## config.mk

```make
export PLATFORM = sky130hd
export DESIGN_NAME = multi_sector_read_command_unit
export DESIGN_NICKNAME = d
export VERILOG_FILES = /design/src/hdl/msr_pkg.sv /design/src/hdl/word_skid_buffer.sv /design/src/hdl/log_checksum.sv /design/src/hdl/multi_sector_read_command_unit.sv
export SDC_FILE = /design/constraint.sdc
export NUM_CORES = 1
export LEC_CHECK = 0
export BUFFER_PORTS_ARGS = -buffer_cell sky130_fd_sc_hd__clkbuf_2
export CELL_PAD_IN_SITES_DETAIL_PLACEMENT = 0
export CELL_PAD_IN_SITES_GLOBAL_PLACEMENT = 1
export CORE_UTILIZATION = 46
export DETAILED_ROUTE_END_ITERATION = 7
export PLACE_DENSITY_LB_ADDON = 0.3
export SLEW_MARGIN = 20
export SYNTH_ARGS = -nofsm -noshare
export SYNTH_HDL_FRONTEND = slang
export SYNTH_SLANG_ARGS = --single-unit
```

## constraint.sdc

```tcl
create_clock -name clk_i -period 6 [get_ports clk_i]
set_input_delay 0 -clock clk_i [delete_from_list [all_inputs] [get_ports clk_i]]
set_output_delay 0 -clock clk_i [all_outputs]
set_load 0.02 [all_outputs]
```

## src/hdl/msr_pkg.sv

```systemverilog
/*
 * Constants and state type of the read command unit.
 * Assumes one device clock.
 */
package msr_pkg;

    // command opcodes
    localparam logic [7:0] OP_READ_LOG      = 8'h2F;
    localparam logic [7:0] OP_READ_LOG_DMA  = 8'h47;
    localparam logic [7:0] OP_READ_MULTIPLE = 8'hC4;

    // served log page
    localparam logic [7:0] LOG_PAGE_PHY     = 8'h11;
    localparam logic [7:0] LOG_SECTORS      = 8'h01;

    // sector and log layout
    localparam int         WORDS_PER_SECTOR = 256;
    localparam int         LOG_BYTES        = 512;
    localparam int         LOG_SUM_BYTES    = 511;
    localparam logic [7:0] LAST_WORD        = 8'hFF;
    localparam logic [8:0] FULL_COUNT       = 9'h100;
    localparam int         CNT_FIRST_WORD   = 2;
    localparam int         NUM_CNT          = 11;
    localparam logic [2:0] CNT_SIZE_CODE    = 3'h1;
    localparam logic [NUM_CNT-1:0][11:0] CNT_IDS = {
        12'h00D, 12'h00B, 12'h00A, 12'h009, 12'h007, 12'h006,
        12'h005, 12'h004, 12'h003, 12'h002, 12'h001
    };

    // device field
    localparam int         DEV_ADDR_MODE    = 6;

    // status bits
    localparam int         ST_BSY           = 7;
    localparam int         ST_RDY           = 6;
    localparam int         ST_SEEK_DONE     = 4;
    localparam int         ST_DRQ           = 3;
    localparam int         ST_ERR           = 0;
    localparam logic [7:0] STATUS_RST       = 8'h50;

    // error bits
    localparam int         ER_UNCORR        = 6;
    localparam int         ER_IDNF          = 4;
    localparam int         ER_ABRT          = 2;
    localparam logic [7:0] ERROR_RST        = 8'h00;

    // CHS stepping geometry
    localparam logic [7:0] SECTORS_PER_TRACK = 8'h3F;
    localparam logic [4:0] HEAD_COUNT        = 5'h10;

    typedef enum logic [2:0] {
        S_IDLE,
        S_FETCH,
        S_XFER,
        S_LOG,
        S_DONE
    } state_t;

endpackage : msr_pkg

```

## src/hdl/word_skid_buffer.sv

```systemverilog
/*
 * Two-entry skid buffer; ready and valid registered.
 * Assumes one clock on both sides.
 */
`timescale 1ns/1ps
module word_skid_buffer #(
    parameter int WIDTH = 16
) (
    // clock and reset
    input  wire logic             clk_i,
    input  wire logic             rst_n_i,
    // fill side
    input  wire logic             in_valid_i,
    input  wire logic [WIDTH-1:0] in_data_i,
    output logic                  in_ready_o,
    // drain side
    output logic                  out_valid_o,
    output logic      [WIDTH-1:0] out_data_o,
    input  wire logic             out_ready_i,
    // state
    output logic                  empty_o
);

    logic             out_valid_d;
    logic [WIDTH-1:0] out_data_d;
    logic             skid_valid_q;
    logic             skid_valid_d;
    logic [WIDTH-1:0] skid_data_q;
    logic [WIDTH-1:0] skid_data_d;
    logic             push;
    logic             pop;

    always_comb begin
        push         = in_valid_i & in_ready_o;
        pop          = out_valid_o & out_ready_i;
        out_valid_d  = out_valid_o;
        out_data_d   = out_data_o;
        skid_valid_d = skid_valid_q;
        skid_data_d  = skid_data_q;
        if (!out_valid_o || pop) begin
            if (skid_valid_q) begin
                out_data_d   = skid_data_q;
                skid_valid_d = push;
                skid_data_d  = in_data_i;
            end else begin
                out_valid_d  = push;
                out_data_d   = in_data_i;
            end
        end else if (push) begin
            skid_valid_d = 1'b1;
            skid_data_d  = in_data_i;
        end
    end

    always_ff @(posedge clk_i or negedge rst_n_i) begin
        if (!rst_n_i) begin
            out_valid_o  <= 1'b0;
            out_data_o   <= '0;
            skid_valid_q <= 1'b0;
            skid_data_q  <= '0;
            in_ready_o   <= 1'b1;
        end else begin
            out_valid_o  <= out_valid_d;
            out_data_o   <= out_data_d;
            skid_valid_q <= skid_valid_d;
            skid_data_q  <= skid_data_d;
            in_ready_o   <= !skid_valid_d;
        end
    end

    assign empty_o = !out_valid_o && !skid_valid_q;

endmodule : word_skid_buffer

```

## src/hdl/log_checksum.sv

```systemverilog
/*
 * Byte sum of log words; gives the zeroing byte.
 * Assumes the caller clears it per page.
 */
`timescale 1ns/1ps
module log_checksum (
    // clock and reset
    input  wire logic        clk_i,
    input  wire logic        rst_n_i,
    // control
    input  wire logic        clear_i,
    input  wire logic        add_i,
    input  wire logic [15:0] word_i,
    // result
    output logic       [7:0] check_o
);

    logic [7:0] sum_q;
    logic [7:0] sum_d;

    always_comb begin
        sum_d = sum_q;
        if (clear_i) begin
            sum_d = 8'h00;
        end else if (add_i) begin
            sum_d = sum_q + word_i[7:0] + word_i[15:8];
        end
    end

    always_ff @(posedge clk_i or negedge rst_n_i) begin
        if (!rst_n_i) begin
            sum_q <= 8'h00;
        end else begin
            sum_q <= sum_d;
        end
    end

    // negated running sum
    assign check_o = ~sum_q + 8'h01;

endmodule : log_checksum

```

## src/hdl/multi_sector_read_command_unit.sv

```systemverilog
/*
 * Multi-sector read and event log read command unit.
 * Assumes all inputs come from logic on clk_i.
 */
// What this block does
// - log page last byte is two's complement of the 511-byte sum
// - opcode 47h log read takes the PIO log read path but interrupts at completion instead of at the start
// - opcode C4h reads sectors from media then sends them to host
// - sector data leaves through the data port in 16-bit words
// - one interrupt per block of sectors, block size set beforehand
// - sector count gives sectors to move; zero means 256
// - block addressing: address from low, mid, high bytes and head nibble
// - CHS addressing: low byte sector, mid/high cylinder, nibble head
// - on completion sector count returns sectors not transferred
// - on completion address fields hold last sector transferred
// - event log read with feature bit 0 returns then clears counters
`timescale 1ns/1ps
module multi_sector_read_command_unit #(
    parameter logic [7:0] SPT   = msr_pkg::SECTORS_PER_TRACK,
    parameter logic [4:0] HEADS = msr_pkg::HEAD_COUNT
) (
    // clock and reset
    input  wire logic                        clk_i,
    input  wire logic                        rst_n_i,
    // command taskfile
    input  wire logic                        cmd_valid_i,
    input  wire logic                  [7:0] opcode_i,
    input  wire logic                  [7:0] feature_i,
    input  wire logic                  [7:0] sector_count_i,
    input  wire logic                  [7:0] addr_low_i,
    input  wire logic                  [7:0] addr_mid_i,
    input  wire logic                  [7:0] addr_high_i,
    input  wire logic                  [7:0] device_i,
    input  wire logic                  [7:0] block_size_i,
    // media side
    output logic                             media_rd_o,
    output logic                      [27:0] media_addr_o,
    output logic                             media_block_mode_o,
    input  wire logic                        media_valid_i,
    input  wire logic                 [15:0] media_word_i,
    output logic                             media_ready_o,
    input  wire logic                        media_unc_i,
    input  wire logic                        media_nf_i,
    // event counters
    input  wire logic [msr_pkg::NUM_CNT-1:0] event_i,
    // host data port
    output logic                             data_valid_o,
    output logic                      [15:0] data_o,
    input  wire logic                        data_ready_i,
    // completion and taskfile results
    output logic                             intrq_o,
    output logic                             done_o,
    output logic                       [7:0] status_o,
    output logic                       [7:0] error_o,
    output logic                       [7:0] sector_count_o,
    output logic                       [7:0] addr_low_o,
    output logic                       [7:0] addr_mid_o,
    output logic                       [7:0] addr_high_o,
    output logic                       [3:0] head_o
);

    msr_pkg::state_t state_q, state_d;
    logic        block_mode_q, block_mode_d;
    logic [27:0] addr_d;
    logic [27:0] last_q, last_d;
    logic [8:0]  remain_q, remain_d;
    logic [7:0]  blk_q, blk_d;
    logic [7:0]  blk_size_q, blk_size_d;
    logic [7:0]  word_q, word_d;
    logic [7:0]  err_q, err_d;
    logic        dma_q, dma_d;
    logic        cnt_clr_req_q, cnt_clr_req_d;
    logic        media_rd_d;
    logic        irq_d;
    logic        done_d;
    logic [7:0]  status_d;
    logic [7:0]  res_count_d;
    logic [27:0] res_addr_q, res_addr_d;
    logic        cnt_clr;
    logic [15:0] cnt_q [msr_pkg::NUM_CNT];
    logic [15:0] log_word;
    logic        buf_in_valid;
    logic [15:0] buf_in_word;
    logic        buf_ready;
    logic        buf_empty;
    logic        chk_clear;
    logic        chk_add;
    logic [7:0]  chk;
    logic        is_log;

    // next sector; CHS wraps sector then head
    function automatic logic [27:0] next_addr(input logic [27:0] a, input logic blk_mode);
        logic [7:0]  s;
        logic [3:0]  h;
        logic [15:0] c;
        s = a[7:0];
        c = a[23:8];
        h = a[27:24];
        if (blk_mode) begin
            return a + 28'h000_0001;
        end
        if (s >= SPT) begin
            s = 8'h01;
            if ({1'b0, h} + 5'h01 >= HEADS) begin
                h = 4'h0;
                c = c + 16'h0001;
            end else begin
                h = h + 4'h1;
            end
        end else begin
            s = s + 8'h01;
        end
        return {h, c, s};
    endfunction : next_addr

    // saturating; an event while clearing counts
    for (genvar g = 0; g < msr_pkg::NUM_CNT; g++) begin : g_cnt
        logic [15:0] cnt_d;
        always_comb begin
            cnt_d = cnt_q[g];
            if (cnt_clr) begin
                cnt_d = {15'h0000, event_i[g]};
            end else if (event_i[g] && cnt_q[g] != 16'hFFFF) begin
                cnt_d = cnt_q[g] + 16'h0001;
            end
        end
        always_ff @(posedge clk_i or negedge rst_n_i) begin
            if (!rst_n_i) begin
                cnt_q[g] <= 16'h0000;
            end else begin
                cnt_q[g] <= cnt_d;
            end
        end
    end

    // page: zeros, id/value pairs, pad
    always_comb begin
        log_word = 16'h0000;
        for (int k = 0; k < msr_pkg::NUM_CNT; k++) begin
            if (word_q == 8'(msr_pkg::CNT_FIRST_WORD + 2 * k)) begin
                log_word = {1'b0, msr_pkg::CNT_SIZE_CODE, msr_pkg::CNT_IDS[k]};
            end
            if (word_q == 8'(msr_pkg::CNT_FIRST_WORD + 2 * k + 1)) begin
                log_word = cnt_q[k];
            end
        end
    end

    assign is_log = (opcode_i == msr_pkg::OP_READ_LOG) || (opcode_i == msr_pkg::OP_READ_LOG_DMA);

    always_comb begin
        state_d       = state_q;
        block_mode_d  = block_mode_q;
        addr_d        = media_addr_o;
        last_d        = last_q;
        remain_d      = remain_q;
        blk_d         = blk_q;
        blk_size_d    = blk_size_q;
        word_d        = word_q;
        err_d         = err_q;
        dma_d         = dma_q;
        cnt_clr_req_d = cnt_clr_req_q;
        media_rd_d    = 1'b0;
        irq_d         = 1'b0;
        done_d        = 1'b0;
        res_count_d   = sector_count_o;
        res_addr_d    = res_addr_q;
        buf_in_valid  = 1'b0;
        buf_in_word   = 16'h0000;
        chk_clear     = 1'b0;
        chk_add       = 1'b0;
        cnt_clr       = 1'b0;
        unique case (state_q)
            msr_pkg::S_IDLE: begin
                if (cmd_valid_i) begin
                    block_mode_d  = device_i[msr_pkg::DEV_ADDR_MODE];
                    addr_d        = {device_i[3:0], addr_high_i, addr_mid_i, addr_low_i};
                    last_d        = addr_d;
                    remain_d      = (sector_count_i == 8'h00) ? msr_pkg::FULL_COUNT
                                                              : {1'b0, sector_count_i};
                    blk_d         = 8'h00;
                    blk_size_d    = block_size_i;
                    word_d        = 8'h00;
                    err_d         = msr_pkg::ERROR_RST;
                    // both log opcodes share the path
                    dma_d         = (opcode_i == msr_pkg::OP_READ_LOG_DMA);
                    cnt_clr_req_d = feature_i[0];
                    chk_clear     = 1'b1;
                    if (is_log && addr_low_i == msr_pkg::LOG_PAGE_PHY
                            && sector_count_i == msr_pkg::LOG_SECTORS) begin
                        state_d = msr_pkg::S_LOG;
                        irq_d   = !dma_d;
                    end else if (opcode_i == msr_pkg::OP_READ_MULTIPLE && block_size_i != 8'h00) begin
                        state_d = msr_pkg::S_FETCH;
                    end else begin
                        err_d[msr_pkg::ER_ABRT] = 1'b1;
                        state_d                 = msr_pkg::S_DONE;
                    end
                end
            end
            msr_pkg::S_FETCH: begin
                media_rd_d = 1'b1;
                // interrupt only at the start of each block
                irq_d      = (blk_q == 8'h00);
                word_d     = 8'h00;
                state_d    = msr_pkg::S_XFER;
            end
            msr_pkg::S_XFER: begin
                // media words pass as 16-bit words
                buf_in_valid = media_valid_i;
                buf_in_word  = media_word_i;
                if (media_unc_i || media_nf_i) begin
                    err_d[msr_pkg::ER_UNCORR] = media_unc_i;
                    err_d[msr_pkg::ER_IDNF] = media_nf_i;
                    state_d                 = msr_pkg::S_DONE;
                end else if (media_valid_i && buf_ready) begin
                    word_d = word_q + 8'h01;
                    if (word_q == msr_pkg::LAST_WORD) begin
                        last_d   = media_addr_o;
                        addr_d   = next_addr(media_addr_o, block_mode_q);
                        remain_d = remain_q - 9'h001;
                        blk_d    = (blk_q + 8'h01 == blk_size_q) ? 8'h00 : blk_q + 8'h01;
                        state_d  = (remain_q == 9'h001) ? msr_pkg::S_DONE : msr_pkg::S_FETCH;
                    end
                end
            end
            msr_pkg::S_LOG: begin
                buf_in_valid = 1'b1;
                buf_in_word  = (word_q == msr_pkg::LAST_WORD) ? {chk, 8'h00} : log_word;
                if (buf_ready) begin
                    chk_add = (word_q != msr_pkg::LAST_WORD);
                    word_d  = word_q + 8'h01;
                    if (word_q == msr_pkg::LAST_WORD) begin
                        remain_d = 9'h000;
                        // counters cleared as the last page word enters the buffer
                        cnt_clr  = cnt_clr_req_q;
                        state_d  = msr_pkg::S_DONE;
                    end
                end
            end
            msr_pkg::S_DONE: begin
                // wait for host to drain
                if (buf_empty) begin
                    state_d     = msr_pkg::S_IDLE;
                    done_d      = 1'b1;
                    irq_d       = dma_q || (err_q != 8'h00);
                    res_count_d = remain_q[7:0];
                    res_addr_d  = last_q;
                end
            end
        endcase
        // error flag with busy clear once idle
        status_d                 = msr_pkg::STATUS_RST;
        status_d[msr_pkg::ST_BSY] = (state_d != msr_pkg::S_IDLE) && !data_valid_o;
        status_d[msr_pkg::ST_DRQ] = data_valid_o;
        status_d[msr_pkg::ST_ERR] = (err_d != 8'h00);
    end

    always_ff @(posedge clk_i or negedge rst_n_i) begin
        if (!rst_n_i) begin
            state_q        <= msr_pkg::S_IDLE;
            block_mode_q   <= 1'b0;
            media_addr_o   <= 28'h000_0000;
            last_q         <= 28'h000_0000;
            remain_q       <= 9'h000;
            blk_q          <= 8'h00;
            blk_size_q     <= 8'h00;
            word_q         <= 8'h00;
            err_q          <= msr_pkg::ERROR_RST;
            dma_q          <= 1'b0;
            cnt_clr_req_q  <= 1'b0;
            media_rd_o     <= 1'b0;
            intrq_o        <= 1'b0;
            done_o         <= 1'b0;
            status_o       <= msr_pkg::STATUS_RST;
            sector_count_o <= 8'h00;
            res_addr_q     <= 28'h000_0000;
        end else begin
            state_q        <= state_d;
            block_mode_q   <= block_mode_d;
            media_addr_o   <= addr_d;
            last_q         <= last_d;
            remain_q       <= remain_d;
            blk_q          <= blk_d;
            blk_size_q     <= blk_size_d;
            word_q         <= word_d;
            err_q          <= err_d;
            dma_q          <= dma_d;
            cnt_clr_req_q  <= cnt_clr_req_d;
            media_rd_o     <= media_rd_d;
            intrq_o        <= irq_d;
            done_o         <= done_d;
            status_o       <= status_d;
            sector_count_o <= res_count_d;
            res_addr_q     <= res_addr_d;
        end
    end

    assign media_block_mode_o = block_mode_q;
    assign error_o            = err_q;
    assign addr_low_o         = res_addr_q[7:0];
    assign addr_mid_o         = res_addr_q[15:8];
    assign addr_high_o        = res_addr_q[23:16];
    assign head_o             = res_addr_q[27:24];
    // registered buffer ready
    assign media_ready_o      = buf_ready;

    word_skid_buffer #(
        .WIDTH       (16)
    ) u_buf (
        .clk_i       (clk_i),
        .rst_n_i     (rst_n_i),
        .in_valid_i  (buf_in_valid),
        .in_data_i   (buf_in_word),
        .in_ready_o  (buf_ready),
        .out_valid_o (data_valid_o),
        .out_data_o  (data_o),
        .out_ready_i (data_ready_i),
        .empty_o     (buf_empty)
    );

    log_checksum u_chk (
        .clk_i   (clk_i),
        .rst_n_i (rst_n_i),
        .clear_i (chk_clear),
        .add_i   (chk_add),
        .word_i  (buf_in_word),
        .check_o (chk)
    );

endmodule : multi_sector_read_command_unit

```

# Word-level counts from Yosys, hierarchy flattened
# Index checks and enable logic that the tools add are counted.
# word_totals
ff_bits	364
wordCells	306
out_inout_bits	102
# classes
n_eq_ne	55
add_sub_neg	22
order_cmp	2
muxes	130
bitwise	4
n_reduce_logical	57
# ops
cell	n
$mux 16	50
$mux 28	9
$add 16x1->16 const B	12
$ne 16x16->1 const B	11
$pmux 28 s2	2
$mux 8	12
$eq 8x5->1 const B	9
$eq 8x4->1 const B	8
$mux 9	7
$add 8x1->8 const B	4
$eq 8x3->1 const B	4
$pmux 16 s2	1
$pmux 8 s4	1
$mux 3	10
$add 28x1->28 const B	1
$reduce_bool 2->1	14
$mux 1	27
$pmux 9 s3	1
$reduce_bool 8->1	3
$logic_and 1x1->1	17
$add 8x8->8	2
$eq 8x2->1 const B	2
$eq 8x8->1 const B	2
$logic_not 8->1	2
35 further kinds	59

# Depth between registers and ports, before layout
# depth
ltp_word	29
mapped_depth	20
mapped_depth_nobuf	19

# Modules after synthesis
# Synthesis repeated with hierarchy kept, for this count alone.
# hier_totals
hier_cells	2407
area_unflattened_um2	21724.6
# by_module_without_submodules
module	cells_per_inst	n_inst	area_each_um2	seq_area_each_um2
multi_sector_read_command_unit	2204	1	19333.5	8032.7
word_skid_buffer	118	1	1524.0	877.1
log_checksum	85	1	867.1	200.2

# Worst setup path after synthesis
# No wires, ideal clock.
# synth_timing
path_type	reg2reg
startpoint	reg word_q[0]
endpoint	reg u_chk.sum_q[7]
setup_ns	0.066
required_ns	5.934
t_arrival_ns	4.634
n_path_buf	2
slack_ns	1.300
stages_incl_launch_ff	21
path_cell_list	dfrtp_1 > ha_1 > clkbuf_1 > nor3b_1 > and3_1 > buf_2 > a222oi_1 > o311ai_0 > a222oi_1 > nor3_1 > nor2_1 > fa_1 > inv_1 > fa_1 > a21oi_1 > o21bai_1 > a2111o_1 > nand3_1 > nor3_1 > o41a_1 > nand2_1
# synth_via
elab_chain_cells	29
word_cells_on_any_way	55
cone_classes	add/sub: 2; eq/ne: 24; mux: 28; reduce/logical: 1
# synth_rtl
item	line_no	source
from (decl)	multi_sector_read_command_unit.sv:69	logic [7:0] word_q, word_d;
from (signal assigned)	multi_sector_read_command_unit.sv:286	word_q <= word_d;
$eq 8x2->1	multi_sector_read_command_unit.sv:140	if (word_q == 8'(msr_pkg::CNT_FIRST_WORD + 2 * k)) begin
$mux 13	multi_sector_read_command_unit.sv:140	
$mux 16	multi_sector_read_command_unit.sv:143	if (word_q == 8'(msr_pkg::CNT_FIRST_WORD + 2 * k + 1)) begin
$mux 16	multi_sector_read_command_unit.sv:140	
$mux 16	multi_sector_read_command_unit.sv:143	
$mux 16	multi_sector_read_command_unit.sv:140	
$mux 16	multi_sector_read_command_unit.sv:143	
$mux 16	multi_sector_read_command_unit.sv:140	
[... 12 more ...]	--	
$mux 16	multi_sector_read_command_unit.sv:143	
$mux 16	multi_sector_read_command_unit.sv:140	
$mux 16	multi_sector_read_command_unit.sv:143	
$mux 16	multi_sector_read_command_unit.sv:229	buf_in_word = (word_q == msr_pkg::LAST_WORD) ? {chk, 8'h00} : log_word;
$pmux 16 s2	multi_sector_read_command_unit.sv:173	unique case (state_q)
$add 8x8->8 (2 in a row)	log_checksum.sv:26	sum_d = sum_q + word_i[7:0] + word_i[15:8];
$mux 8	log_checksum.sv:25	end else if (add_i) begin
$mux 8	log_checksum.sv:23	if (clear_i) begin
to (signal assigned)	log_checksum.sv:34	sum_q <= sum_d;
to (decl)	log_checksum.sv:18	logic [7:0] sum_q;
# Several ways; a longest one is shown, not always the timed one. The select of a mux whose other input is x is not followed.
# A chain may end at the register's enable or synchronous reset.

# Worst setup path in the final report
# Ends and elaborated chain as after synthesis.

==> results.md <==
Die:
- The die outline height is 216 um.
- The chip width is 216 um.
- The count of pins on the block boundary is 200.
- The area of the core is 44600 um2.
- The die covers 46500 um2.
- The total number of placement rows is 77.
- The initial utilization of the core area, before any placement, comes to 0.471.

Logic synthesis:
- The dominant combinational cell family by area after synthesis is simple AND/OR/NAND/NOR gates.
- The most common cell in the synthesized netlist is sky130_fd_sc_hd__nand2_1.
- In the synthesized netlist the dominant register cell turns out to be sky130_fd_sc_hd__dfrtp_1.
- In the post-synthesis netlist, the biggest area contributors are sky130_fd_sc_hd__dfrtp_1 (43%), sky130_fd_sc_hd__nand2_1 (7.1%), sky130_fd_sc_hd__nor2_1 (5.3%).
- The compound-gate portion of the synthesized area is 0.179.
- The commonest cells after synthesis are sky130_fd_sc_hd__nand2_1 (396), sky130_fd_sc_hd__dfrtp_1 (363), sky130_fd_sc_hd__nor2_1 (297).
- A synthesized cell averages 8.55 um2.
- Of the post-synthesis cell area, the part taken by muxes is 0.00661.
- The synthesized instance count is 2456.
- Yosys mapped a number of flops with a built-in enable equal to 0.
- The cell type contributing the most total cell area after synthesis is sky130_fd_sc_hd__dfrtp_1.
- The mapped netlist covers 21000 um2.
- The flip-flop and latch count after synthesis is 364.
- The Yosys warning count is 0.
- Of the total synthesized cell area, the portion taken by AND, OR, NAND and NOR gates is 0.247.
- Of the total synthesized cell area, the portion taken by XOR and XNOR cells is 0.0655.
- Of the synthesized area, sequential elements account for 0.434.
- The async set-or-reset flop fraction in the synthesized netlist is 1.00.
- The number of library cell types mapped by synthesis is 94.
- The fraction of synthesized cell area taken by the top area cell type is 0.433.
- Of the total synthesized cell area, the portion taken by full adders, half adders and majority gates is 0.0249.

Critical path:
- Data arrives at the worst endpoint at 6150 ps.
- The cell with the biggest individual delay on the critical path is sky130_fd_sc_hd__or2_2.
- The largest fanout on the critical path is 13.
- The worst endpoint required time is 6500 ps.
- The launching element type of the critical path is a flop.
- Walking the worst path, the cells encountered are ha_1, or2_2, and3_1, a21oi_1, nand2_1, a222oi_1, nor2b_1, fa_1, inv_1, ha_1, fa_1, a21oi_1, o21bai_1, a2111o_1, nand3_1, nor3_1, o41a_1, nand2_1.
- STA classifies the critical path endpoint as a flop.
- The peak per-stage delay on the critical path is 550 ps.
- The kind of critical path is reg -> reg.

Final layout:
- The number of antenna repair diodes is 0.
- The final cell utilization of the core is 0.555.
- The post-layout instance count excluding filler cells is 3293.
- The number of nets in the final layout is 2801.
- In the final layout, the share of cells above drive strength 1 is 0.126.
- Compared with the post-synthesis result, the final layout area differs by 18.0%.

STA:
- Setup violations remaining at the end of the flow were counted as 0.
- The final period utilization is 0.943.
- The routed design could run at a clock period as short as 5660 ps.
- The setup total negative slack is 0 ps.
- The number of max-slew violations in the final report is 0.
- At the pin with the least slew margin, the transition time is 1070 ps.
- The final critical-path setup slack is 345 ps.
- On the final layout, the worst clock skew is 25.6 ps.
- Setup repair after global routing left no endpoint under its margin.
- The number of hold violations in the final report is 0.
- For this run, the top clock speed supported by timing is 0.177 GHz.
- In this run the tightest slew margin relative to its limit is 0.279.

Clock network:
- CTS built an H-tree with a depth of 2.
- The quantity of gates resized following cts is 0.
- The clock tree from TritonCTS is done.
- The clock insertion delay at the later pin of the skew report is 580 ps.
- The maximum clock insertion buffer count is 3.
- The CTS sink count is 364.
- Clock-pin slew was measured on the worst setup and hold paths at 70 ps.
- The root buffer cell is sky130_fd_sc_hd__clkbuf_16.
- Buffers inserted during clock tree synthesis total 43.

Placement:
- The count of buffers added on input and output ports is 184.
- The worst slack after detailed placement is 533 ps.
- The congestion estimate from routability-driven global placement came to 1.00.
- In this run, placement finished with an instance count of 3138.
- The wire-length estimate of the detail-placed layout is 50500 um.

Pwr:
- The worst supply voltage drop on vdd is 0.247 mV.
- The leakage power is 10.9 nW.
- The total power divided by cell area is 423 nW/um2.
- Overall power consumption after layout is estimated at 10.5 mW.

Global routing:
- The via count of the first global-routing pass is 18700.
- For this run, the total global-route usage over all layers was measured as 0.302.
- The initial antenna violation count is 1.
- The wire length of the first global-routing pass is 110000 um.
- Entering global routing, the biggest net connects 134 pins.
- Summed over all layers, the global routing overflow is 0.

Run status:
- The run finished with clean final reports.

Route:
- The count of nets left with antenna violations once routing finished came out at 0.
- The average vias per placed instance is 5.99.
- The routed length per placed instance is 21.3 um.
- After detailed routing, the number of remaining DRC violations is 0.
- The detailed router finished its first iteration with 2143 violations.
- The first-pass iteration count of the detailed router is 6.
- The detailed-route wire length is 70000 um.
- The number of vias after detailed routing is 19700.

Hold path:
- The kind of path behind the tightest hold check is in -> reg.

Flow run:
- The tool flagged a number of max-cap violations equal to 0.
-- final timing paths --
check | start | to | cells past startpoint | slack [ps]
setup / recovery | word_q[0] | u_chk.sum_q[7] | 18 | 340
hold / removal | opcode_i[1] | intrq_o | 5 | 50
setup reg to reg | word_q[0] | u_chk.sum_q[7] | 18 | 340
hold reg to reg | u_buf.out_valid_o | status_o[3] | 0 | 450
max in group asynchronous | rst_n_i | media_addr_o[7] | 3 | 4600
min in group asynchronous | rst_n_i | cnt_q[82] | 2 | 100
-- state kept, by name, indices dropped and copies added (netlist names), 9 cells and up --
signal and flops:
remain_q 9, cnt_q 176, res_addr_q 28, media_addr_o 28
last_q 28, u_buf.skid_data_q 16, u_buf.out_data_o 16
-- placed cells by master (no fill, tap or decap), types with 42 or more instances in the layout --
cell and n:
sky130_fd_sc_hd__nor2_1 295, sky130_fd_sc_hd__nor3_1 56, sky130_fd_sc_hd__inv_1 77, sky130_fd_sc_hd__nand3_1 88, sky130_fd_sc_hd__o21ai_0 131, sky130_fd_sc_hd__nand4_1 72
sky130_fd_sc_hd__dfrtp_1 363, sky130_fd_sc_hd__nand2_1 396, sky130_fd_sc_hd__dlygate4sd3_1 75, sky130_fd_sc_hd__clkbuf_16 44, sky130_fd_sc_hd__clkbuf_2 183, sky130_fd_sc_hd__a21oi_1 110
sky130_fd_sc_hd__xnor2_1 82, sky130_fd_sc_hd__xor2_1 75, sky130_fd_sc_hd__buf_4 42
-- power by group --
part / total [mW] / internal [mW] / leakage, nW / switching, mW
logic: 3.68 / 1.33 / 5.43 / 2.35
clock network: 2.79 / 1.72 / 0.737 / 1.07
registers: 4.00 / 3.15 / 4.69 / 0.846
total: 10.5 / 6.20 / 10.9 / 4.27
-- cell type report --
cell class / count / area [um2]
timing repair buffer: 305 / 2080
multi-input combinational: 1873 / 11000
inverter: 79 / 297
tap: 592 / 741
sequential: 364 / 9110
clock inverter: 15 / 249
clock buffer: 65 / 1270
fill: 4129 / 19800
-- logic make-up (layout without fill, tap and decap cells) --
logic type / Yosys count / count (layout)
XOR/XNOR: 157 / 157
other: 2 / 5
buffers and inverters: 222 / 464
AO/OA/AOI/OAI: 553 / 553
AND/OR/NAND/NOR: 1108 / 1108
flip-flops: 364 / 364
multiplexers: 13 / 13
adder cells (fa/ha/maj): 37 / 37
-- critical path: cells and delay by family, from the launching register on --
| family | cells | cell delay (ps) |
|---|---|---|
| DFF | 1 | 450 |
| adders and majority gates | 4 | 1330 |
| AOI/OAI and AO/OA | 6 | 1940 |
| buffers and inverters | 1 | 50 |
| and+or+nand+nor | 7 | 1790 |
-- timing repair --
| action | CTS | global route |
|---|---|---|
| setup buffers | 0 | 0 |
| endpoints found under the hold margin | 263 | 0 |
| setup endpoints to repair | 0 | 0 |
| hold buffers | 75 | 0 |
-- routing by layer --
metal / global-route usage / vias up / wire length (um) / share of wire
met5: 0 / - / 0 / 0
met4: 0.0773 / 0 / 1470 / 0.021
met3: 0.0544 / 94 / 5530 / 0.079
met2: 0.433 / 747 / 29500 / 0.42
met1: 0.463 / 9697 / 33600 / 0.48
li1: - / 9194 / - / -
-- stage by stage --
stage,hold slack (ps),area (um2)
after global routing,68.4,24800
after floorplan,-296,21000
final,50.2,24800
after global placement,146,22500
after detailed placement,142,22500
after CTS,13.2,24800
Power figures use the tool's default switching activity.
